[src/hdl/afi_dsfid_pkg.sv]
// constants and types for the afi/dsfid write and lock command handler
package afi_dsfid_pkg;
	localparam logic [7:0]  CMD_WRITE_AFI    = 8'h27;
	localparam logic [7:0]  CMD_LOCK_AFI     = 8'h28;
	localparam logic [7:0]  CMD_WRITE_DSFID  = 8'h29;
	localparam logic [7:0]  CMD_LOCK_DSFID   = 8'h2A;
	localparam logic [7:0]  ERR_ALREADY_LOCK = 8'h11;
	localparam logic [7:0]  ERR_LOCKED       = 8'h12;
	localparam logic [7:0]  ERR_PROG_FAIL    = 8'h13;
	localparam logic [7:0]  ERR_LOCK_FAIL    = 8'h14;
	localparam logic [7:0]  ERR_NONE         = 8'h00;
	localparam logic [7:0]  RESP_OK          = 8'h00;
	localparam logic [7:0]  RESP_ERR         = 8'h01;
	localparam int          FLAG_ADDR_BIT    = 5;
	localparam int          FLAG_OPT_BIT     = 6;
	localparam logic [15:0] CRC_INIT         = 16'hFFFF;
	localparam logic [15:0] CRC_POLY         = 16'h8408;
	localparam logic [15:0] CRC_RESIDUE      = 16'hF0B8;
	localparam logic [7:0]  AFI_RESET        = 8'h00;
	localparam logic [7:0]  DSFID_RESET      = 8'h00;
	// frame byte positions and lengths
	localparam logic [3:0]  POS_FLAGS        = 4'h0;
	localparam logic [3:0]  POS_CMD          = 4'h1;
	localparam logic [3:0]  POS_UID          = 4'h2;
	localparam logic [3:0]  POS_DATA_ADDR    = 4'hA;
	localparam logic [3:0]  LEN_BASE         = 4'h4;
	localparam logic [3:0]  LEN_UID          = 4'h8;
	localparam logic [3:0]  LEN_DATA         = 4'h1;
	localparam int          RX_DEPTH         = 12;
	localparam logic [2:0]  LEN_RESP_OK      = 3'h3;
	localparam logic [2:0]  LEN_RESP_ERR     = 3'h4;
	// timing
	localparam int          CLK_PERIOD_NS    = 4;
	localparam int          NOMINAL_RESPONSE_DELAY_NS = 320900;
	localparam int          WRITE_PERIOD_NS  = 302000;
	localparam int          WRITE_PERIODS    = 18;
	localparam int          RF_WRITE_CYCLE_TIME_NS =
		NOMINAL_RESPONSE_DELAY_NS + WRITE_PERIODS * WRITE_PERIOD_NS;
	localparam int          T1_CYC_DEF = (NOMINAL_RESPONSE_DELAY_NS + CLK_PERIOD_NS - 1)
		/ CLK_PERIOD_NS;
	localparam int          WT_CYC_DEF = (RF_WRITE_CYCLE_TIME_NS + CLK_PERIOD_NS - 1)
		/ CLK_PERIOD_NS;
	localparam int          CYC_W            = 21;
	typedef enum logic [4:0] {
		ST_IDLE  = 5'h01,
		ST_RX    = 5'h02,
		ST_WAIT  = 5'h04,
		ST_TX    = 5'h08,
		ST_DRAIN = 5'h10
	} state_t;
endpackage : afi_dsfid_pkg

[src/hdl/rf_afi_dsfid_write_lock.sv]
// afi/dsfid write and lock command handler with activity pin
`timescale 1ns/1ns
module rf_afi_dsfid_write_lock #(
	parameter int T1_CYC = afi_dsfid_pkg::T1_CYC_DEF,
	parameter int WT_CYC = afi_dsfid_pkg::WT_CYC_DEF
) (
	input  wire logic        clk_i,
	input  wire logic        sys_rst_i,
	input  wire logic        rx_sof_i,
	input  wire logic        rx_valid_i,
	input  wire logic [7:0]  rx_byte_i,
	input  wire logic        rx_eof_i,
	input  wire logic [63:0] uid_i,
	input  wire logic        busy_mode_i,
	input  wire logic        nvm_fail_i,
	input  wire logic        tx_ready_i,
	output logic             tx_valid_o,
	output logic [7:0]       tx_byte_o,
	output logic             tx_last_o,
	output logic             nvm_prog_o,
	output logic [7:0]       afi_o,
	output logic [7:0]       dsfid_o,
	output logic             afi_locked_o,
	output logic             dsfid_locked_o,
	output logic             rf_activity_output_o,
	output logic             rf_activity_output_oe_n_o
);
	localparam logic [afi_dsfid_pkg::CYC_W-1:0] T1_END = afi_dsfid_pkg::CYC_W'(T1_CYC - 1);
	localparam logic [afi_dsfid_pkg::CYC_W-1:0] WT_END = afi_dsfid_pkg::CYC_W'(WT_CYC - 1);

	function automatic logic [15:0] crc_byte(input logic [15:0] c, input logic [7:0] b);
		logic [15:0] r;
		r = c ^ {8'h00, b};
		for (int i = 0; i < 8; i++) begin
			r = r[0] ? ((r >> 1) ^ afi_dsfid_pkg::CRC_POLY) : (r >> 1);
		end
		return r;
	endfunction : crc_byte

	afi_dsfid_pkg::state_t          st_q;
	logic [7:0]                     rxb_q [0:afi_dsfid_pkg::RX_DEPTH-1];
	logic [3:0]                     cnt_q;
	logic [15:0]                    crc_q;
	logic [afi_dsfid_pkg::CYC_W-1:0] cyc_q;
	logic [7:0]                     cmd_q;
	logic [7:0]                     data_q;
	logic                           opt_q;
	logic                           prog_q;
	logic [7:0]                     err_q;
	logic [7:0]                     resp_q [0:3];
	logic [2:0]                     rlen_q;
	logic [2:0]                     ridx_q;
	logic [7:0]                     flags;
	logic [7:0]                     cmd;
	logic                           addr;
	logic                           is_write;
	logic                           is_afi;
	logic [3:0]                     exp_len;
	logic                           frame_ok;
	logic                           prog_end;
	logic                           t1_end;
	logic [7:0]                     lock_err;

	// request decode, evaluated at the request eof
	always_comb begin
		flags    = rxb_q[afi_dsfid_pkg::POS_FLAGS];
		cmd      = rxb_q[afi_dsfid_pkg::POS_CMD];
		addr     = flags[afi_dsfid_pkg::FLAG_ADDR_BIT];
		is_write = (cmd == afi_dsfid_pkg::CMD_WRITE_AFI) || (cmd == afi_dsfid_pkg::CMD_WRITE_DSFID);
		is_afi   = (cmd == afi_dsfid_pkg::CMD_WRITE_AFI) || (cmd == afi_dsfid_pkg::CMD_LOCK_AFI);
		exp_len  = afi_dsfid_pkg::LEN_BASE + (addr ? afi_dsfid_pkg::LEN_UID : 4'h0)
			+ (is_write ? afi_dsfid_pkg::LEN_DATA : 4'h0);
		frame_ok = (crc_q == afi_dsfid_pkg::CRC_RESIDUE)
			&& (cnt_q == exp_len)
			&& (is_write || cmd == afi_dsfid_pkg::CMD_LOCK_AFI
				|| cmd == afi_dsfid_pkg::CMD_LOCK_DSFID)
			&& (!addr || {rxb_q[9], rxb_q[8], rxb_q[7], rxb_q[6], rxb_q[5], rxb_q[4],
				rxb_q[3], rxb_q[2]} == uid_i);
		if (is_write) begin
			lock_err = (is_afi ? afi_locked_o : dsfid_locked_o)
				? afi_dsfid_pkg::ERR_LOCKED : afi_dsfid_pkg::ERR_NONE;
		end else begin
			lock_err = (is_afi ? afi_locked_o : dsfid_locked_o)
				? afi_dsfid_pkg::ERR_ALREADY_LOCK : afi_dsfid_pkg::ERR_NONE;
		end
		t1_end   = (st_q == afi_dsfid_pkg::ST_WAIT) && (cyc_q == T1_END);
		prog_end = prog_q && (cyc_q == WT_END);
	end

	// request capture with running crc; frames outside idle are ignored
	always_ff @(posedge clk_i or posedge sys_rst_i) begin
		if (sys_rst_i) begin
			cnt_q <= 4'h0;
			crc_q <= afi_dsfid_pkg::CRC_INIT;
			for (int i = 0; i < afi_dsfid_pkg::RX_DEPTH; i++) begin
				rxb_q[i] <= 8'h00;
			end
		end else if (st_q == afi_dsfid_pkg::ST_IDLE && rx_sof_i) begin
			cnt_q <= 4'h0;
			crc_q <= afi_dsfid_pkg::CRC_INIT;
		end else if (st_q == afi_dsfid_pkg::ST_RX && rx_valid_i) begin
			if (cnt_q < 4'(afi_dsfid_pkg::RX_DEPTH)) begin
				rxb_q[cnt_q] <= rx_byte_i;
			end
			if (cnt_q != 4'hF) begin
				cnt_q <= cnt_q + 4'h1;
			end
			crc_q <= crc_byte(crc_q, rx_byte_i);
		end
	end

	// sequencing of the command
	always_ff @(posedge clk_i or posedge sys_rst_i) begin
		if (sys_rst_i) begin
			st_q <= afi_dsfid_pkg::ST_IDLE;
		end else begin
			case (st_q)
				afi_dsfid_pkg::ST_IDLE: begin
					if (rx_sof_i) begin
						st_q <= afi_dsfid_pkg::ST_RX;
					end
				end
				afi_dsfid_pkg::ST_RX: begin
					if (rx_eof_i) begin
						st_q <= frame_ok ? afi_dsfid_pkg::ST_WAIT : afi_dsfid_pkg::ST_IDLE;
					end
				end
				afi_dsfid_pkg::ST_WAIT: begin
					// a locked error never starts a cycle, so it answers at t1 even with option set
					if ((opt_q ? prog_end : t1_end) || (!prog_q && t1_end)) begin
						st_q <= afi_dsfid_pkg::ST_TX;
					end
				end
				afi_dsfid_pkg::ST_TX: begin
					if (tx_valid_o && tx_ready_i && tx_last_o) begin
						st_q <= (prog_q && !prog_end) ? afi_dsfid_pkg::ST_DRAIN
							: afi_dsfid_pkg::ST_IDLE;
					end
				end
				afi_dsfid_pkg::ST_DRAIN: begin
					// answer already sent; new requests are ignored until the cycle ends
					if (!prog_q || prog_end) begin
						st_q <= afi_dsfid_pkg::ST_IDLE;
					end
				end
				default: st_q <= afi_dsfid_pkg::ST_IDLE;
			endcase
		end
	end

	// command latch and write cycle timer
	always_ff @(posedge clk_i or posedge sys_rst_i) begin
		if (sys_rst_i) begin
			cmd_q  <= 8'h00;
			data_q <= 8'h00;
			opt_q  <= 1'b0;
			prog_q <= 1'b0;
			cyc_q  <= '0;
		end else if (st_q == afi_dsfid_pkg::ST_RX && rx_eof_i && frame_ok) begin
			cmd_q  <= cmd;
			data_q <= rxb_q[addr ? afi_dsfid_pkg::POS_DATA_ADDR : afi_dsfid_pkg::POS_UID];
			opt_q  <= flags[afi_dsfid_pkg::FLAG_OPT_BIT];
			prog_q <= (lock_err == afi_dsfid_pkg::ERR_NONE);
			cyc_q  <= '0;
		end else begin
			if (prog_end) begin
				prog_q <= 1'b0;
			end
			if (st_q != afi_dsfid_pkg::ST_IDLE && st_q != afi_dsfid_pkg::ST_RX) begin
				cyc_q <= cyc_q + 1'b1;
			end
		end
	end

	// stored values; committed at the end of the cycle unless programming failed
	always_ff @(posedge clk_i or posedge sys_rst_i) begin
		if (sys_rst_i) begin
			afi_o          <= afi_dsfid_pkg::AFI_RESET;
			dsfid_o        <= afi_dsfid_pkg::DSFID_RESET;
			afi_locked_o   <= 1'b0;
			dsfid_locked_o <= 1'b0;
		end else if (prog_end && !nvm_fail_i) begin
			case (cmd_q)
				afi_dsfid_pkg::CMD_WRITE_AFI:   afi_o <= data_q;
				afi_dsfid_pkg::CMD_LOCK_AFI:    afi_locked_o <= 1'b1;
				afi_dsfid_pkg::CMD_WRITE_DSFID: dsfid_o <= data_q;
				afi_dsfid_pkg::CMD_LOCK_DSFID:  dsfid_locked_o <= 1'b1;
				default: afi_o <= afi_o;
			endcase
		end
	end

	// response build and byte handshake
	always_ff @(posedge clk_i or posedge sys_rst_i) begin
		logic [7:0]  e;
		logic [15:0] c;
		e = afi_dsfid_pkg::ERR_NONE;
		c = afi_dsfid_pkg::CRC_INIT;
		if (sys_rst_i) begin
			err_q      <= afi_dsfid_pkg::ERR_NONE;
			rlen_q     <= 3'h0;
			ridx_q     <= 3'h0;
			tx_valid_o <= 1'b0;
			tx_byte_o  <= 8'h00;
			tx_last_o  <= 1'b0;
			for (int i = 0; i < 4; i++) begin
				resp_q[i] <= 8'h00;
			end
		end else if (st_q == afi_dsfid_pkg::ST_RX && rx_eof_i && frame_ok) begin
			err_q <= lock_err;
		end else if (st_q == afi_dsfid_pkg::ST_WAIT
			&& ((opt_q ? prog_end : t1_end) || (!prog_q && t1_end))) begin
			e = err_q;
			if (opt_q && prog_q && nvm_fail_i) begin
				e = (cmd_q == afi_dsfid_pkg::CMD_WRITE_AFI || cmd_q == afi_dsfid_pkg::CMD_WRITE_DSFID)
					? afi_dsfid_pkg::ERR_PROG_FAIL : afi_dsfid_pkg::ERR_LOCK_FAIL;
			end
			err_q <= e;
			if (e == afi_dsfid_pkg::ERR_NONE) begin
				c = ~crc_byte(c, afi_dsfid_pkg::RESP_OK);
				resp_q[0] <= afi_dsfid_pkg::RESP_OK;
				resp_q[1] <= c[7:0];
				resp_q[2] <= c[15:8];
				rlen_q    <= afi_dsfid_pkg::LEN_RESP_OK;
				tx_byte_o <= afi_dsfid_pkg::RESP_OK;
			end else begin
				c = ~crc_byte(crc_byte(c, afi_dsfid_pkg::RESP_ERR), e);
				resp_q[0] <= afi_dsfid_pkg::RESP_ERR;
				resp_q[1] <= e;
				resp_q[2] <= c[7:0];
				resp_q[3] <= c[15:8];
				rlen_q    <= afi_dsfid_pkg::LEN_RESP_ERR;
				tx_byte_o <= afi_dsfid_pkg::RESP_ERR;
			end
			ridx_q     <= 3'h0;
			tx_valid_o <= 1'b1;
			tx_last_o  <= 1'b0;
		end else if (tx_valid_o && tx_ready_i) begin
			if (tx_last_o) begin
				tx_valid_o <= 1'b0;
				tx_last_o  <= 1'b0;
			end else begin
				ridx_q    <= ridx_q + 3'h1;
				tx_byte_o <= resp_q[2'(ridx_q + 3'h1)];
				tx_last_o <= (ridx_q + 3'h2 == rlen_q);
			end
		end
	end

	// activity pin: open drain, driven low while active; one cycle behind the state
	always_ff @(posedge clk_i or posedge sys_rst_i) begin
		if (sys_rst_i) begin
			rf_activity_output_o      <= 1'b0;
			rf_activity_output_oe_n_o <= 1'b1;
			nvm_prog_o                <= 1'b0;
		end else begin
			rf_activity_output_o <= 1'b0;
			nvm_prog_o           <= prog_q;
			if (busy_mode_i) begin
				rf_activity_output_oe_n_o <= !(st_q == afi_dsfid_pkg::ST_RX
					|| st_q == afi_dsfid_pkg::ST_WAIT || st_q == afi_dsfid_pkg::ST_TX);
			end else begin
				rf_activity_output_oe_n_o <= !(st_q == afi_dsfid_pkg::ST_WAIT && prog_q);
			end
		end
	end
endmodule : rf_afi_dsfid_write_lock

[config.mk]
export PLATFORM = sky130hd
export DESIGN_NAME = rf_afi_dsfid_write_lock
export DESIGN_NICKNAME = d
export VERILOG_FILES = /design/src/hdl/afi_dsfid_pkg.sv /design/src/hdl/rf_afi_dsfid_write_lock.sv
export SDC_FILE = /design/constraint.sdc
export NUM_CORES = 1
export LEC_CHECK = 0
export BUFFER_PORTS_ARGS = -buffer_cell sky130_fd_sc_hd__buf_2
export CAP_MARGIN = 20
export CORE_MARGIN = 5
export CORE_UTILIZATION = 53
export DETAILED_ROUTE_END_ITERATION = 16
export GPL_ROUTABILITY_DRIVEN = 0
export MAX_ROUTING_LAYER = met4
export PLACE_DENSITY = 0.76
export SLEW_MARGIN = 20
export SYNTH_ARGS = -nofsm -noshare
export SYNTH_HDL_FRONTEND = slang
export SYNTH_SLANG_ARGS = --single-unit
[constraint.sdc]
create_clock -name clk_i -period 7 [get_ports clk_i]
set_clock_uncertainty 0.2 [all_clocks]
set_input_delay 1.4 -clock clk_i [delete_from_list [all_inputs] [get_ports clk_i]]
set_output_delay 1.4 -clock clk_i [all_outputs]
set_load 0.05 [all_outputs]
==> After elaboration in Yosys (flattened, before gate mapping) <==
Cells that the tools add are included.
{ "word_totals": {"inputBits": 80, "out_inout_bits": 31, "rom_bits": 0, "mem_bits_rw": 0, "word_cells": 229, "regBits": 236, "latchBits": 0, "n_memories": 0} }
{ "classes": {"n_addsub": 6, "n_eq_ne": 28, "muxes": 72, "n_bitwise": 25, "n_div": 0, "shift": 0, "multipliers": 0, "reduce_logical": 57, "magnitude_cmp": 5} }
{ "op_table": {"columns": ["cell", "n"], "rows": [
  ["16-bit two-way mux", 18],
  ["8-bit two-way mux", 13],
  ["96-bit bitwise mux", 1],
  ["64-bit == test", 1],
  ["8-bit by 6-bit == test with 1-bit output (second input constant)", 8],
  ["2-bit NOT with 3-bit output", 17],
  ["5-bit two-way mux", 9],
  ["21-bit two-way mux", 2],
  ["8-bit binary-select mux with 4-bit select", 1],
  ["8-bit demux with 4-bit select", 1],
  ["5-bit one-hot mux with 5 select lines", 1],
  ["21-bit by 1-bit adder with 21-bit output (second input constant)", 1],
  ["21-bit by 17-bit == test with 1-bit output (second input constant)", 1],
  ["21-bit == test (second input constant)", 1],
  ["1-bit logical AND", 20],
  ["4-bit two-way mux", 5],
  ["3-bit two-way mux", 6],
  ["17-bit two-way mux", 1],
  ["8-bit binary-select mux with 2-bit select", 1],
  ["16-bit == test (second input constant)", 1],
  ["8-bit logical NOT", 2],
  ["16-bit NOT", 1],
  ["16-bit by 8-bit bitwise XOR with 16-bit output", 1],
  ["2-bit AND reduction", 7],
  ["other kinds (30)", 73]
]} }

==> Logic depth before layout (Yosys ltp) <==
{ "depth": {"depth_word": 29, "depth_mapped": 11, "depth_no_buf": 9} }

==> Worst setup path after synthesis <==
No wires, ideal clock.
{ "synth_path": {"path_type": "input-to-reg", "startpoint": "input port uid_i[62]", "endpoint": "register tx_byte_o[0]", "stages": 8, "setup_time_ns": 0.128, "required_ns": 6.672, "slack_ns": 3.793, "n_path_buf": 1, "arrival_time_ns": 2.879, "cell_sequence": "xnor2_1 > nand4_1 > nor4_1 > nand4_1 > a21oi_2 > buf_6 > o21bai_4 > mux2_1"} }
{ "synth_via": {"elab_chain_cells": 6} }
{ "synth_rtl": {"columns": ["item", "line", "source"], "rows": [
  ["from (decl)", "rf_afi_dsfid_write_lock.sv:13", "input wire logic [63:0] uid_i,"],
  ["64-bit == test", "rf_afi_dsfid_write_lock.sv:78", "rxb_q[3], rxb_q[2]} == uid_i);"],
  ["1-bit logical OR", "rf_afi_dsfid_write_lock.sv:77", "&& (!addr || {rxb_q[9], rxb_q[8], rxb_q[7], rxb_q[6], rxb_q[5], rxb_q[4],"],
  ["1-bit logical AND", "rf_afi_dsfid_write_lock.sv:77", null],
  ["1-bit logical AND", "rf_afi_dsfid_write_lock.sv:209", "end else if (st_q == afi_dsfid_pkg::ST_RX && rx_eof_i && frame_ok) begin"],
  ["1-bit NOT (no line)", null, null],
  ["3-bit AND reduction (no line)", null, null],
  ["to (signal assigned)", "rf_afi_dsfid_write_lock.sv:225", "tx_byte_o <= afi_dsfid_pkg::RESP_OK;"],
  ["to (signal assigned)", "rf_afi_dsfid_write_lock.sv:233", "tx_byte_o <= afi_dsfid_pkg::RESP_ERR;"],
  ["to (signal assigned)", "rf_afi_dsfid_write_lock.sv:244", "tx_byte_o <= resp_q[2'(ridx_q + 3'h1)];"],
  ["to (decl)", "rf_afi_dsfid_write_lock.sv:18", "output logic [7:0] tx_byte_o,"]
]} }
Every way passes these cells.
A chain may end at the register's enable or synchronous reset.

==> Worst setup path after layout <==
{ "layout_path": {"startpoint": "input port uid_i[1]", "endpoint": "register err_q[4]"} }
{ "layout_via": {"elab_chain_cells": 5} }
{ "layout_rtl": {"columns": ["item", "line", "source"], "rows": [
  ["64-bit == test (*)", "rf_afi_dsfid_write_lock.sv:78", null],
  ["1-bit logical OR (*)", "rf_afi_dsfid_write_lock.sv:77", null],
  ["1-bit logical AND (*)", "rf_afi_dsfid_write_lock.sv:77", null],
  ["1-bit logical AND (*)", "rf_afi_dsfid_write_lock.sv:209", null],
  ["8-bit two-way mux / 2-bit nonzero test (equally long branches)", null, null],
  ["to (signal assigned)", "rf_afi_dsfid_write_lock.sv:200", "err_q <= afi_dsfid_pkg::ERR_NONE;"],
  ["to (signal assigned)", "rf_afi_dsfid_write_lock.sv:210", "err_q <= lock_err;"],
  ["to (decl)", "rf_afi_dsfid_write_lock.sv:49", "logic [7:0] err_q;"]
]} }
Every way passes the cells marked *; elsewhere a longest branch is shown, timed or not.

==> metrics.txt <==
# TYPE chip_impl_metric gauge
chip_impl_info{name="run_status",value="complete, no violations"} 1
chip_impl_metric{name="critical_path_depth",unit=""} 9
chip_impl_metric{name="final_layout_size_suffix_gt1_share",unit="%"} 30.58
chip_impl_metric{name="die_x",unit="µm"} 148.4
chip_impl_metric{name="detailedPlacementHpwl",unit="mm"} 15.42
chip_impl_info{name="critical_path.endpoint_type",value="flop"} 1
chip_impl_metric{name="power_per_cell_area",unit="nW/µm²"} 295.5
chip_impl_metric{name="async_flop_share",unit="%"} 100.0
chip_impl_metric{name="drc_errors",unit=""} 0
chip_impl_metric{name="peakVddDrop",unit="V"} 0.0001983
chip_impl_metric{name="floorplan.die_area",unit="µm²"} 22020
chip_impl_metric{name="grt_first_pass_wirelength",unit="mm"} 36.85
chip_impl_metric{name="netlist-cell-type-count",unit=""} 60
chip_impl_metric{name="layout.core_utilization",unit="%"} 61.73
chip_impl_info{name="tritoncts",value="yes"} 1
chip_impl_metric{name="initial_core_util",unit="%"} 54.08
chip_impl_metric{name="crit_path_max_incr_delay",unit="ns"} 0.77
chip_impl_metric{name="synth.avg_cell_area",unit="µm²"} 11.49
chip_impl_metric{name="signed_area_change_from_the_synthesized_netlist_to_the_final_layout",unit="%"} 14.14
chip_impl_metric{name="antenna_found_initial",unit=""} 3
chip_impl_metric{name="clk_path_buf_depth",unit=""} 3
chip_impl_info{name="final_common_cell",value="sky130_fd_sc_hd__dfrtp_1"} 1
chip_impl_metric{name="worstSkewPairLatency",unit="ns"} 0.51
chip_impl_metric{name="pleak",unit="nW"} 5.321
chip_impl_metric{name="final_cells",unit=""} 1241
chip_impl_metric{name="pin_count",unit=""} 111
chip_impl_metric{name="worst_hold_path.num_cells",unit=""} 2
chip_impl_info{name="cts_root_buffer",value="sky130_fd_sc_hd__clkbuf_16"} 1
chip_impl_metric{name="grt.overflow.total",unit=""} 0
chip_impl_metric{name="cp_data_required_time",unit="ns"} 7.16
chip_impl_metric{name="synth_edf_count",unit=""} 0
chip_impl_metric{name="grt_usage",unit="%"} 21.12
chip_impl_metric{name="numClockSinks",unit=""} 212
chip_impl_info{name="setup.worst_path.start_class",value="primary input"} 1
chip_impl_metric{name="critical_path_buf_inv_count",unit=""} 2
chip_impl_metric{name="drt_iter0_drc",unit=""} 324
chip_impl_metric{name="yosys_warnings",unit=""} 0
chip_impl_metric{name="setup_violations",unit=""} 0
chip_impl_metric{name="fin_setup_tns",unit="ns"} 0
chip_impl_info{name="crit_path_cell_trace",value="buf_2 > xnor2_1 > nand4_1 > nor4_1 > nand4_1 > a21oi_4 > buf_4 > nand2_1 > a21boi_0"} 1
chip_impl_metric{name="fin_crit",unit="ns"} 3.889
chip_impl_metric{name="grt_pass1_vias",unit=""} 7153
chip_impl_info{name="critical-path-slowest-cell",value="sky130_fd_sc_hd__a21oi_4"} 1
chip_impl_metric{name="cts_resized",unit=""} 0
chip_impl_metric{name="cap_viol_max_count",unit=""} 0
chip_impl_metric{name="place_inst",unit=""} 1198
chip_impl_metric{name="finalPower",unit="mW"} 3.424
chip_impl_metric{name="maximum_number_of_pins_on_one_net_before_global_route_repair",unit=""} 71
chip_impl_metric{name="final_net_count",unit=""} 1076
chip_impl_metric{name="synth-seq-cells",unit=""} 212
chip_impl_metric{name="worst_slew_pin_slew",unit="ns"} 0.9630
chip_impl_metric{name="fin_crit_sh",unit="%"} 55.55
chip_impl_metric{name="worst-path-max-fanout",unit=""} 30
chip_impl_metric{name="cts_buffers",unit=""} 23
chip_impl_info{name="grt_setup_unrepaired",value="false"} 1
chip_impl_info{name="synth_top_cell_by_area",value="sky130_fd_sc_hd__dfrtp_1"} 1
chip_impl_metric{name="cp_data_arrival_time",unit="ns"} 4.05
chip_impl_metric{name="drtAntennaViolNets",unit=""} 0
chip_impl_metric{name="netlist_area",unit="µm²"} 10150
chip_impl_metric{name="via_per_inst",unit=""} 5.601
chip_impl_metric{name="wl_per_cell",unit="µm"} 17.86
chip_impl_metric{name="core_region_area",unit="µm²"} 18770
chip_impl_metric{name="grtUsageMet2",unit="%"} 33.96
chip_impl_metric{name="syn-num-nets",unit=""} 970
chip_impl_metric{name="cts_hold_buf",unit=""} 0
chip_impl_metric{name="buffer_ports.inserted",unit=""} 109
chip_impl_info{name="globalRoute.busiestLayer",value="met2"} 1
chip_impl_info{name="critical_path_start_end_classification",value="primary input to flop"} 1
chip_impl_metric{name="hold_violations",unit=""} 0
chip_impl_metric{name="met1_usage",unit="%"} 29.03
chip_impl_metric{name="syn-instance-count",unit=""} 883
chip_impl_metric{name="fin_worst_hold_slack",unit="ns"} 0.2742
chip_impl_metric{name="htree_num_levels",unit=""} 1
chip_impl_metric{name="vias",unit=""} 6951
chip_impl_metric{name="maxSlewViolCount",unit=""} 0
chip_impl_metric{name="fp-row-count",unit=""} 50
chip_impl_metric{name="dieHeight",unit="µm"} 148.4
chip_impl_metric{name="cts_post_setup_buffers_inserted",unit=""} 0
chip_impl_info{name="mostFrequentLayoutCells",value="sky130_fd_sc_hd__dfrtp_1, sky130_fd_sc_hd__mux2_2, sky130_fd_sc_hd__buf_2"} 1
chip_impl_metric{name="synth.top_cell.area_share",unit="%"} 47.83
chip_impl_metric{name="clock_transition_at_the_registers_of_the_reported_paths",unit="ns"} 0.06
chip_impl_metric{name="seq_area_frac_synth",unit="%"} 52.49
chip_impl_info{name="yosys-top-cells-area",value="sky130_fd_sc_hd__dfrtp_1, sky130_fd_sc_hd__mux2_2, sky130_fd_sc_hd__xnor2_1, sky130_fd_sc_hd__dfstp_2, sky130_fd_sc_hd__nand2_1"} 1
chip_impl_info{name="cpLargestDelayFamily",value="simple AND/OR/NAND/NOR gates"} 1
chip_impl_metric{name="drt_pre_antenna_iters",unit=""} 4
chip_impl_info{name="hold_path_class",value="flop to flop"} 1
chip_impl_metric{name="maximum_clock_rate",unit="MHz"} 257.2
chip_impl_metric{name="timing.max_slew.rel_slack",unit="%"} 35.80
chip_impl_metric{name="detail_route.wirelength",unit="mm"} 22.16
chip_impl_info{name="ys.flop_type",value="sky130_fd_sc_hd__dfrtp_1"} 1
chip_impl_metric{name="r2r_cells",unit=""} 8
chip_impl_metric{name="use_met3",unit="%"} 2.986
chip_impl_info{name="crit_top_cell",value="sky130_fd_sc_hd__nand4_1"} 1
[metrics by stage]
step / cell area [µm²] / setup slack, ns
2_1_floorplan: 10150 / 2.659
3_3_place_gp: 10890 / 2.652
3_5_place_dp: 10890 / 2.575
4_1_cts: 11580 / 3.042
5_1_grt: 11580 / 2.902
6_report: 11580 / 3.111
[Yosys cell counts (3+ instances only)]
cell / number
sky130_fd_sc_hd__mux2_2: 124
sky130_fd_sc_hd__nand3_1: 17
sky130_fd_sc_hd__nor4_1: 6
sky130_fd_sc_hd__nor2b_1: 7
sky130_fd_sc_hd__a21oi_1: 29
sky130_fd_sc_hd__clkbuf_1: 21
sky130_fd_sc_hd__or2_2: 3
sky130_fd_sc_hd__and3_1: 4
sky130_fd_sc_hd__nand2_1: 69
sky130_fd_sc_hd__dfrtp_1: 194
sky130_fd_sc_hd__nor3_1: 20
sky130_fd_sc_hd__a22o_1: 14
sky130_fd_sc_hd__nand4b_1: 3
sky130_fd_sc_hd__buf_4: 4
sky130_fd_sc_hd__nand3b_1: 4
sky130_fd_sc_hd__nand4_1: 25
sky130_fd_sc_hd__ha_1: 7
sky130_fd_sc_hd__dfstp_2: 18
sky130_fd_sc_hd__buf_2: 8
sky130_fd_sc_hd__o21ai_0: 39
sky130_fd_sc_hd__nor4b_1: 5
sky130_fd_sc_hd__nor2_1: 58
sky130_fd_sc_hd__mux2_1: 3
sky130_fd_sc_hd__xor2_1: 17
sky130_fd_sc_hd__a21o_1: 4
sky130_fd_sc_hd__nor2_2: 4
sky130_fd_sc_hd__or3_1: 7
sky130_fd_sc_hd__xnor2_1: 100
sky130_fd_sc_hd__inv_1: 14
sky130_fd_sc_hd__nand2b_1: 5
sky130_fd_sc_hd__and2_1: 10
[power breakdown]
part | total [mW] | switching [mW] | leakage [nW] | internal, mW
clock network | 1.11 | 0.465 | 0.336 | 0.645
registers | 1.55 | 0.162 | 2.76 | 1.39
logic | 0.760 | 0.413 | 2.23 | 0.347
[final timing paths]
kind / start / to / slack, ns
setup reg to reg: cmd[4] / err_q[4] / 3.40
setup / recovery: uid_i[1] / err_q[4] / 3.11
min in group asynchronous: sys_rst_i / cyc_q[0] / 0.78
hold / removal: resp_q[15] / resp_q[15] / 0.27
hold reg to reg: resp_q[15] / resp_q[15] / 0.27
max in group asynchronous: sys_rst_i / dsfid_o[4] / 4.55
[layout make-up]
type / count / area [µm²]
Clock buffer: 37 / 658.1
Inverter: 14 / 56.30
Fill cell: 1491 / 7183
Multi-Input combinational cell: 623 / 4622
Tap cell: 234 / 292.8
Antenna cell: 3 / 7.507
Clock inverter: 3 / 30.03
Sequential cell: 212 / 5328
Timing Repair Buffer: 115 / 590.6
[per-layer routing]
| layer | wire (µm) | up-vias | part of all wire [%] |
|---|---|---|---|
| li1 | - | 3296 | - |
| met1 | 9996 | 3462 | 45 |
| met2 | 10760 | 165 | 49 |
| met3 | 1019 | 28 | 4.6 |
| met4 | 391 | 0 | 1.8 |
| met5 | 0 | - | 0 |
[worst register-to-register path, delay by kind of cell (launching register included)]
family	cells	cell delay (ns)
compound gates	3	1.29
buf+inv	1	0.43
flops	1	0.38
simple gates	4	1.15
[registers in the layout, indices dropped and copies added (netlist names), 5 cells and up]
| signal | cells |
|---|---|
| cmd_q | 8 |
| crc_q | 16 |
| afi_o | 8 |
| cmd | 8 |
| st_q | 5 |
| rxb_q | 72 |
| cyc_q | 21 |
| resp_q | 23 |
| tx_byte_o | 8 |
| err_q | 8 |
| data_q | 8 |
| dsfid_o | 8 |
[cells by family (layout without fill, tap and decap cells)]
group,Yosys count,after routing,synth area share (%)
other,1,4,0.03695
buffers and inverters,48,169,2.096
adder cells (fa/ha/maj),7,7,0.8629
multiplexers,129,129,14.41
AND/OR/NAND/NOR,262,262,13.34
XOR/XNOR,117,117,10.10
AO/OA/AOI/OAI,107,107,6.669
flip-flops,212,212,52.49
Note: power is estimated with default switching activity, not from simulation.
